==> src/hw/rbw_pkg.sv <==
/*
 * rbw_pkg: constants and types for the boot-width and clock-prescaler block.
 * assumes: APB offsets are byte addresses within the control register page.
 */
package rbw_pkg;

   // ----------------------------------------------------------------
   // register map
   // ----------------------------------------------------------------
   localparam logic [31:0] CTRL_BASE = 32'h0320_0000; // control register base
   localparam logic [7:0] ADDR_ROM_CTRL = 8'h80;
   localparam logic [7:0] ADDR_CLK_DIV = 8'h84;
   localparam logic [7:0] ADDR_STATUS = 8'h88;
   localparam logic [7:0] ADDR_FETCH_PC = 8'h8c;

   // ----------------------------------------------------------------
   // fields and reset values
   // ----------------------------------------------------------------
   localparam int ROM_WIDTH16_BIT = 6;
   localparam logic [7:0] ROM_CTRL_RESET = 8'h40;
   localparam logic [2:0] CLK_DIV_RESET = 3'h7; // cpu, mem, io all divide by 2
   localparam int CLK_DIV_CPU_BIT = 0;
   localparam int CLK_DIV_MEM_BIT = 1;
   localparam int CLK_DIV_IO_BIT = 2;
   localparam int STAT_BUSY_BIT = 0;
   localparam int STAT_WIDTH16_BIT = 1;

   // ----------------------------------------------------------------
   // fetch addressing
   // ----------------------------------------------------------------
   localparam logic [31:0] RESET_VECTOR = 32'h0000_0000;
   localparam logic [31:0] HALF_OFFSET = 32'h0000_0004;
   localparam logic [31:0] STEP_16 = 32'h0000_0008;
   localparam logic [31:0] STEP_32 = 32'h0000_0004;

   typedef enum logic [1:0] {st_idle, st_lo, st_hi} rbw_fetch_t;

   typedef struct packed {
      logic [31:0] addr;
      logic [31:0] data;
   } rbw_instr_t;

endpackage

==> src/hw/rbw_top.sv <==
/*
 * rbw_top: boot rom width control, instruction fetch sequencer and clock
 * prescaler control, with an APB register slave.
 * assumes: the core and the rom port run on pclk; rom_ack answers rom_rd
 * with rom_rdata in the same cycle; paddr carries the page offset only.
 */
`timescale 1ns/1ps

module rbw_top (
   input wire logic pclk,
   input wire logic presetn,
   input wire logic psel,
   input wire logic penable,
   input wire logic pwrite,
   input wire logic [7:0] paddr,
   input wire logic [31:0] pwdata,
   input wire logic [3:0] pstrb,
   output logic [31:0] prdata,
   output logic pready,
   output logic pslverr,
   input wire logic fetch_en,
   input wire logic jump_valid,
   input wire logic [31:0] jump_addr,
   output logic instr_valid,
   output rbw_pkg::rbw_instr_t instr,
   output logic rom_rd,
   output logic [31:0] rom_addr,
   input wire logic [31:0] rom_rdata,
   input wire logic rom_ack,
   output logic [7:0] rom_ctrl,
   output logic [2:0] clk_div2,
   output logic [2:0] clk_tick
);

   // ----------------------------------------------------------------
   // declarations
   // ----------------------------------------------------------------
   rbw_pkg::rbw_fetch_t state;
   logic [31:0] fetch_pc;
   logic mode16;
   logic [15:0] low_half;
   logic setup;
   logic access;
   logic mapped;
   logic [31:0] read_mux;

   // ----------------------------------------------------------------
   // apb decode
   // ----------------------------------------------------------------
   assign setup = psel && !penable;
   assign access = psel && penable && pready;

   // address decode and read data selection
   always_comb begin
      mapped = 1'b1;
      read_mux = 32'h0000_0000;
      unique case (paddr)
         rbw_pkg::ADDR_ROM_CTRL: read_mux = {24'h00_0000, rom_ctrl};
         rbw_pkg::ADDR_CLK_DIV: read_mux = {29'h0000_0000, clk_div2};
         rbw_pkg::ADDR_STATUS: begin
            read_mux[rbw_pkg::STAT_BUSY_BIT] = (state != rbw_pkg::st_idle);
            read_mux[rbw_pkg::STAT_WIDTH16_BIT] = mode16;
         end
         rbw_pkg::ADDR_FETCH_PC: read_mux = fetch_pc;
         default: mapped = 1'b0;
      endcase
   end

   // answer in the access phase that follows the setup cycle
   always_ff @(posedge pclk or negedge presetn) begin
      if (!presetn) begin
         pready <= 1'b0;
         prdata <= 32'h0000_0000;
         pslverr <= 1'b0;
      end else if (setup) begin
         pready <= 1'b1;
         prdata <= pwrite ? 32'h0000_0000 : read_mux;
         pslverr <= !mapped;
      end else begin
         pready <= 1'b0;
         pslverr <= 1'b0;
      end
   end

   // ----------------------------------------------------------------
   // control registers
   // ----------------------------------------------------------------
   // rom control: byte lane 0 write switches width, timing and burst
   always_ff @(posedge pclk or negedge presetn) begin
      if (!presetn) begin
         rom_ctrl <= rbw_pkg::ROM_CTRL_RESET;
      end else if (access && pwrite && pstrb[0] && paddr == rbw_pkg::ADDR_ROM_CTRL) begin
         rom_ctrl <= pwdata[7:0];
      end
   end

   // clock divider control: one bit per clock, set means divide by 2
   always_ff @(posedge pclk or negedge presetn) begin
      if (!presetn) begin
         clk_div2 <= rbw_pkg::CLK_DIV_RESET;
      end else if (access && pwrite && pstrb[0] && paddr == rbw_pkg::ADDR_CLK_DIV) begin
         clk_div2 <= pwdata[2:0];
      end
   end

   // ----------------------------------------------------------------
   // prescalers
   // ----------------------------------------------------------------
   // tick marks each internal clock edge: every pclk or every other
   always_ff @(posedge pclk or negedge presetn) begin
      if (!presetn) begin
         clk_tick <= 3'h0;
      end else begin
         for (int i = 0; i < 3; i++) begin
            clk_tick[i] <= clk_div2[i] ? !clk_tick[i] : 1'b1;
         end
      end
   end

   // ----------------------------------------------------------------
   // fetch sequencer
   // ----------------------------------------------------------------
   // width is caught when a fetch begins and held until it ends
   always_ff @(posedge pclk or negedge presetn) begin
      if (!presetn) begin
         mode16 <= rbw_pkg::ROM_CTRL_RESET[rbw_pkg::ROM_WIDTH16_BIT];
      end else if (state == rbw_pkg::st_idle && fetch_en && !jump_valid) begin
         mode16 <= rom_ctrl[rbw_pkg::ROM_WIDTH16_BIT];
      end
   end

   // state, program counter and rom requests
   always_ff @(posedge pclk or negedge presetn) begin
      if (!presetn) begin
         state <= rbw_pkg::st_idle;
         fetch_pc <= rbw_pkg::RESET_VECTOR;
         rom_rd <= 1'b0;
         rom_addr <= rbw_pkg::RESET_VECTOR;
         low_half <= 16'h0000;
         instr_valid <= 1'b0;
         instr <= '0;
      end else begin
         instr_valid <= 1'b0;
         unique case (state)
            rbw_pkg::st_idle: begin
               if (jump_valid) begin
                  fetch_pc <= jump_addr;
               end else if (fetch_en) begin
                  rom_rd <= 1'b1;
                  rom_addr <= fetch_pc;
                  state <= rbw_pkg::st_lo;
               end
            end
            rbw_pkg::st_lo: begin
               if (rom_ack) begin
                  if (mode16) begin
                     low_half <= rom_rdata[15:0];
                     rom_addr <= 32'(fetch_pc + rbw_pkg::HALF_OFFSET);
                     state <= rbw_pkg::st_hi;
                  end else begin
                     rom_rd <= 1'b0;
                     instr_valid <= 1'b1;
                     instr <= '{addr: fetch_pc, data: rom_rdata};
                     fetch_pc <= 32'(fetch_pc + rbw_pkg::STEP_32);
                     state <= rbw_pkg::st_idle;
                  end
               end
            end
            rbw_pkg::st_hi: begin
               if (rom_ack) begin
                  rom_rd <= 1'b0;
                  instr_valid <= 1'b1;
                  instr <= '{addr: fetch_pc, data: {rom_rdata[15:0], low_half}};
                  fetch_pc <= 32'(fetch_pc + rbw_pkg::STEP_16);
                  state <= rbw_pkg::st_idle;
               end
            end
            default: state <= rbw_pkg::st_idle;
         endcase
      end
   end

   // ----------------------------------------------------------------
   // assertions
   // ----------------------------------------------------------------
   logic [1:0] since_reset;

   // counts the first cycles after reset release
   always_ff @(posedge pclk or negedge presetn) begin
      if (!presetn) begin
         since_reset <= 2'h0;
      end else if (since_reset != 2'h3) begin
         since_reset <= 2'(since_reset + 2'h1);
      end
   end

   boot_width_a: assert property (@(posedge pclk) disable iff (!presetn)
      since_reset == 2'h0 |-> rom_ctrl == rbw_pkg::ROM_CTRL_RESET && mode16)
      else $error("rom width not 16-bit after reset");

   first_fetch_a: assert property (@(posedge pclk) disable iff (!presetn)
      since_reset == 2'h0 |-> fetch_pc == rbw_pkg::RESET_VECTOR && rom_addr == 32'h0)
      else $error("first fetch not at address zero");

   high_addr_a: assert property (@(posedge pclk) disable iff (!presetn)
      state == rbw_pkg::st_lo && rom_ack && mode16
      |=> rom_rd && rom_addr == $past(rom_addr) + rbw_pkg::HALF_OFFSET)
      else $error("upper half not read four bytes higher");

   half_join_a: assert property (@(posedge pclk) disable iff (!presetn)
      state == rbw_pkg::st_hi && rom_ack
      |=> instr_valid && instr.data == {$past(rom_rdata[15:0]), $past(low_half)})
      else $error("16-bit word not built from low halves");

   byte_write_a: assert property (@(posedge pclk) disable iff (!presetn)
      access && pwrite && pstrb[0] && paddr == rbw_pkg::ADDR_ROM_CTRL
      |=> rom_ctrl == $past(pwdata[7:0]))
      else $error("rom control byte write lost");

   zero_write_a: assert property (@(posedge pclk) disable iff (!presetn)
      state == rbw_pkg::st_idle && fetch_en && !jump_valid && rom_ctrl == 8'h00
      |=> !mode16)
      else $error("zero write did not select 32-bit width");

   width_hold_a: assert property (@(posedge pclk) disable iff (!presetn)
      state != rbw_pkg::st_idle |=> $stable(mode16))
      else $error("width changed during a fetch");

   div_reset_a: assert property (@(posedge pclk) disable iff (!presetn)
      since_reset == 2'h0 |-> clk_div2 == rbw_pkg::CLK_DIV_RESET)
      else $error("prescalers not divide-by-2 after reset");

   tick_rate_a: assert property (@(posedge pclk) disable iff (!presetn)
      clk_div2[2] && $past(clk_div2[2]) && clk_tick[2] |=> !clk_tick[2] || !clk_div2[2])
      else $error("divide-by-2 tick ran at full rate");

   reset_order_a: assert property (@(posedge pclk) disable iff (!presetn)
      since_reset == 2'h0
      |-> state == rbw_pkg::st_idle && mode16 && clk_div2 == rbw_pkg::CLK_DIV_RESET)
      else $error("fetch began before defaults restored");

   // ----------------------------------------------------------------
   // register bus and fetch start checks
   // ----------------------------------------------------------------
   // the slave answers once per setup and flags offsets it does not map
   ready_pulse_a: assert property (@(posedge pclk) disable iff (!presetn)
      pready |=> !pready)
      else $error("pready stood for more than one cycle");

   unmapped_err_a: assert property (@(posedge pclk) disable iff (!presetn)
      setup && !mapped |=> pready && pslverr)
      else $error("unmapped offset not flagged");

   div_write_a: assert property (@(posedge pclk) disable iff (!presetn)
      access && pwrite && pstrb[0] && paddr == rbw_pkg::ADDR_CLK_DIV
      |=> clk_div2 == $past(pwdata[2:0]))
      else $error("clock divider write lost");

   // a fetch starts at the program counter with the width then in force
   fetch_start_a: assert property (@(posedge pclk) disable iff (!presetn)
      state == rbw_pkg::st_idle && fetch_en && !jump_valid
      |=> rom_rd && rom_addr == $past(fetch_pc))
      else $error("fetch did not start at the program counter");

   width_latch_a: assert property (@(posedge pclk) disable iff (!presetn)
      state == rbw_pkg::st_idle && fetch_en && !jump_valid
      |=> mode16 == $past(rom_ctrl[rbw_pkg::ROM_WIDTH16_BIT]))
      else $error("fetch width not taken from rom control");

   jump_load_a: assert property (@(posedge pclk) disable iff (!presetn)
      state == rbw_pkg::st_idle && jump_valid |=> fetch_pc == $past(jump_addr))
      else $error("jump address not loaded");

   // ----------------------------------------------------------------
   // program counter steps and prescaler checks
   // ----------------------------------------------------------------
   // two rom words per instruction in 16-bit mode, one in 32-bit mode
   step16_a: assert property (@(posedge pclk) disable iff (!presetn)
      state == rbw_pkg::st_hi && rom_ack |=> fetch_pc == $past(fetch_pc) + rbw_pkg::STEP_16)
      else $error("16-bit fetch did not step by two words");

   step32_a: assert property (@(posedge pclk) disable iff (!presetn)
      state == rbw_pkg::st_lo && rom_ack && !mode16
      |=> fetch_pc == $past(fetch_pc) + rbw_pkg::STEP_32)
      else $error("32-bit fetch did not step by one word");

   // an undivided clock ticks on every pclk edge
   tick_div1_a: assert property (@(posedge pclk) disable iff (!presetn)
      (clk_tick | $past(clk_div2)) == 3'h7)
      else $error("undivided clock missed a tick");

   fetch16_c: cover property (@(posedge pclk) disable iff (!presetn)
      state == rbw_pkg::st_hi && rom_ack);
   fetch32_c: cover property (@(posedge pclk) disable iff (!presetn)
      state == rbw_pkg::st_lo && rom_ack && !mode16);
   switch_c: cover property (@(posedge pclk) disable iff (!presetn)
      state != rbw_pkg::st_idle && rom_ctrl[rbw_pkg::ROM_WIDTH16_BIT] != mode16);
   div1_c: cover property (@(posedge pclk) disable iff (!presetn) clk_div2 == 3'h0);

endmodule

==> config.mk <==
export PLATFORM = sky130hd
export DESIGN_NAME = rbw_top
export DESIGN_NICKNAME = d
export VERILOG_FILES = /design/src/hw/rbw_pkg.sv /design/src/hw/rbw_top.sv
export SDC_FILE = /design/constraint.sdc
export NUM_CORES = 1
export LEC_CHECK = 0
export BUFFER_PORTS_ARGS = -buffer_cell sky130_fd_sc_hd__buf_4
export CORE_ASPECT_RATIO = 0.5
export CORE_MARGIN = 2
export CORE_UTILIZATION = 53
export DETAILED_ROUTE_END_ITERATION = 8
export PLACE_DENSITY = 0.91
export SLEW_MARGIN = 20
export SYNTH_ARGS = -nofsm -noshare
export SYNTH_HDL_FRONTEND = slang
export SYNTH_SLANG_ARGS = --single-unit
export TNS_END_PERCENT = 30
==> constraint.sdc <==
create_clock -name pclk -period 3 [get_ports pclk]
set_clock_uncertainty 0.05 [all_clocks]
set_input_delay 0.3 -clock pclk [delete_from_list [all_inputs] [get_ports pclk]]
set_output_delay 0.3 -clock pclk [all_outputs]
set_load 0.01 [all_outputs]
==> flow_summary.ini <==
[outcome]
status = finished clean

[setup_path]
crit_arrival_ps = 3040
crit_path_end_kind = register
critical_path_required_ps = 3240
crit_fanout = 52
crit_type = reg -> reg
cp-start-kind = register

[pwr]
clkPwrFrac = 0.199
p_sw_mw = 4.93
fin_total_pwr_mw = 12.1
p_seq_frac = 0.373
switching_share = 0.408
intPower_mw = 7.14
combPwrFrac = 0.428
p_leak_nw = 5.65
ir_worst_vdd_mv = 0.537
power.density_mw_per_mm2 = 957

[global_route]
grt_max_degree = 80
overflow = 0
grt_pass1_vias = 8703
grt_pass1_wl_um = 48000
grt_antenna_before_repair = 0
grtUsageTotal = 0.314

[layout]
nNetsFinal = 1310
n_fill_cell = 1391
final_util = 0.686
syn2layout_area_growth_pct = 26.7
antenna_cells = 0
final_cells = 1439
drive_gt1_frac = 0.331
final_cell_area_mm2 = 0.0126

[clock_tree]
cts_hold_buf = 1
cts_tree = done
clk_latency_ps = 430
clk_pin_slew_ps = 80
cts_max_level = 4
cts.repair.resized = 0
root_buffer = clkbuf_16
cts.sinks = 197
cts_setup_buffers = 0
ctsLongestPathBuffers = 2
cts_buffers = 17

[synthesis]
yosysTopAreaCell = dfrtp_1
synth_top_cells_by_area = dfrtp_1 48%, mux2_2 6.9%, o21ai_0 3.9%
synthFlopType = dfrtp_1
syn_nets = 1103
yosys.cell_types.count = 69
async_flop_share = 1.00
ys_top_cells_by_count = 192 x dfrtp_1, 89 x nand2_1, 78 x o21ai_0, 61 x mux2_2, 59 x nor2_1
synth_cells = 979
yosysSeqAreaShare = 0.496
ys_ff_latch = 197
yosysMostFrequentCell = dfrtp_1
synthesis.area_mm2 = 0.00995
ys.warnings.count = 0
synth-edff-count = 0
synth.avg_cell_area_um2 = 10.2
synth_top_area_share = 0.483

[min_path]
min_path_type = in -> reg

[run]
drv_cap = 0

[drt]
routed_wirelength_um = 31000
viasPerCell = 6.18
wl_per_cell_um = 21.5
drc_errors = 0
drt_iter0_markers = 834
drtPass1Iterations = 5
drtAntennaViolNets = 0
vias = 8892

[placed_design]
dp_worst_setup_slack_ps = 260
dp_cells = 1406
gp_congestion = 0.997
dpl.hpwl_um = 22100
io_buffers = 234
placed_cell_area_mm2 = 0.0120

[die]
fp.dieW_um = 198
rows = 35
coreArea_mm2 = 0.0184
die-height_um = 101
die_area_mm2 = 0.0200
ios = 262
start_util = 0.541

[timing]
worst_slew_pin_slew_ps = 762
layout_min_cycle_time_ps = 2800
fin_ws_ps = 196
hold_viol_final = 0
min_period_over_period = 0.935
tns_ps = 0
hold_ws_ps = 56.0
setup_viol = 0
fmax_mhz = 357
relSlewSlack = 0.492
drv_slew = 0
rsz0062_at_grt = no
[sequential cells by signal, indices dropped and copies added (netlist names)]
register	cells
rom_addr	32
low_half	16
pready	1
instr	64
rom_ctrl	8
fetch_pc	32
state	2
prdata	32
clk_tick	3
clk_div2	3
pslverr	1
instr_valid	1
rom_rd	1
mode16	1
[final cells by class]
cell class	count	area (um2)	share of cell area
clock buffer	19	443	0.0351
multi-input combinational	678	4580	0.363
inverter	16	60.1	0.00476
clock inverter	13	168	0.0133
tap	240	300	0.0238
sequential	197	4940	0.391
timing repair buffer	276	2130	0.169
[final timing paths]
check / from / slack, ps / to / cells past startpoint
setup reg to reg: state[1] / 200 / instr[13] / 7
min in group asynchronous: presetn / 420 / rom_ctrl[3] / 2
max in group asynchronous: presetn / 1660 / prdata[29] / 3
setup / recovery: state[1] / 200 / instr[13] / 7
hold / removal: pwdata[5] / 60 / rom_ctrl[5] / 2
hold reg to reg: clk_tick[2] / 400 / clk_tick[2] / 1
[cell usage in the layout, fill, tap and decap left out, types with 4 or more instances in the layout]
master,n
clkinv_4,4
nand4_1,17
and4_1,8
a21oi_1,58
xnor2_1,22
nand3_1,35
nand4_2,4
o22ai_1,5
mux2_2,61
buf_4,270
xor2_1,9
ha_1,7
a31oi_1,8
nor4_2,4
inv_1,15
nor2_1,59
mux2i_1,38
and3_1,12
buf_12,4
o31ai_1,4
dfrtp_1,192
nand2_1,89
a22o_1,25
clkbuf_16,17
a22oi_1,9
or3_1,6
nor4_1,14
nor3_1,24
nand2b_1,5
o221ai_1,5
o211ai_1,7
o21ai_0,78
and2_1,4
a221oi_1,4
dfstp_2,5
[metal layers]
metal | GRT usage | up-vias | share of wire
met1 | 0.420 | 4368 | 0.42
met4 | 0.132 | 0 | 0.032
li1 | - | 3970 | -
met5 | 0 | - | 0
met2 | 0.488 | 460 | 0.46
met3 | 0.0850 | 94 | 0.091
[critical path: stages (launching register included)]
cell	delay, ps
dfrtp_1	420
inv_1	120
ha_1	660
inv_1	120
o21ai_0	140
a21o_4	560
buf_4	400
o21ai_0	180
[power groups by stage]
stage          clock, mW  sequential [mW]  combinational [mW]
2_1_floorplan          0             4.32                2.97
3_3_place_gp           0             4.47                4.96
3_5_place_dp           0             4.51                5.12
4_1_cts             2.42             4.47                5.13
5_1_grt             2.52             4.62                5.58
6_report            2.40             4.50                5.17
[cells by family (layout without fill, tap and decap cells)]
kind of cell	Yosys count	after routing	share of synthesized area
AO/OA/AOI/OAI	237	237	0.152
XOR/XNOR	31	31	0.0273
adder cells (fa/ha/maj)	8	8	0.0101
buffers and inverters	104	324	0.0454
flip-flops	197	197	0.496
multiplexers	101	101	0.112
AND/OR/NAND/NOR	301	301	0.158
No activity file was read; power rests on OpenSTA's default activity.
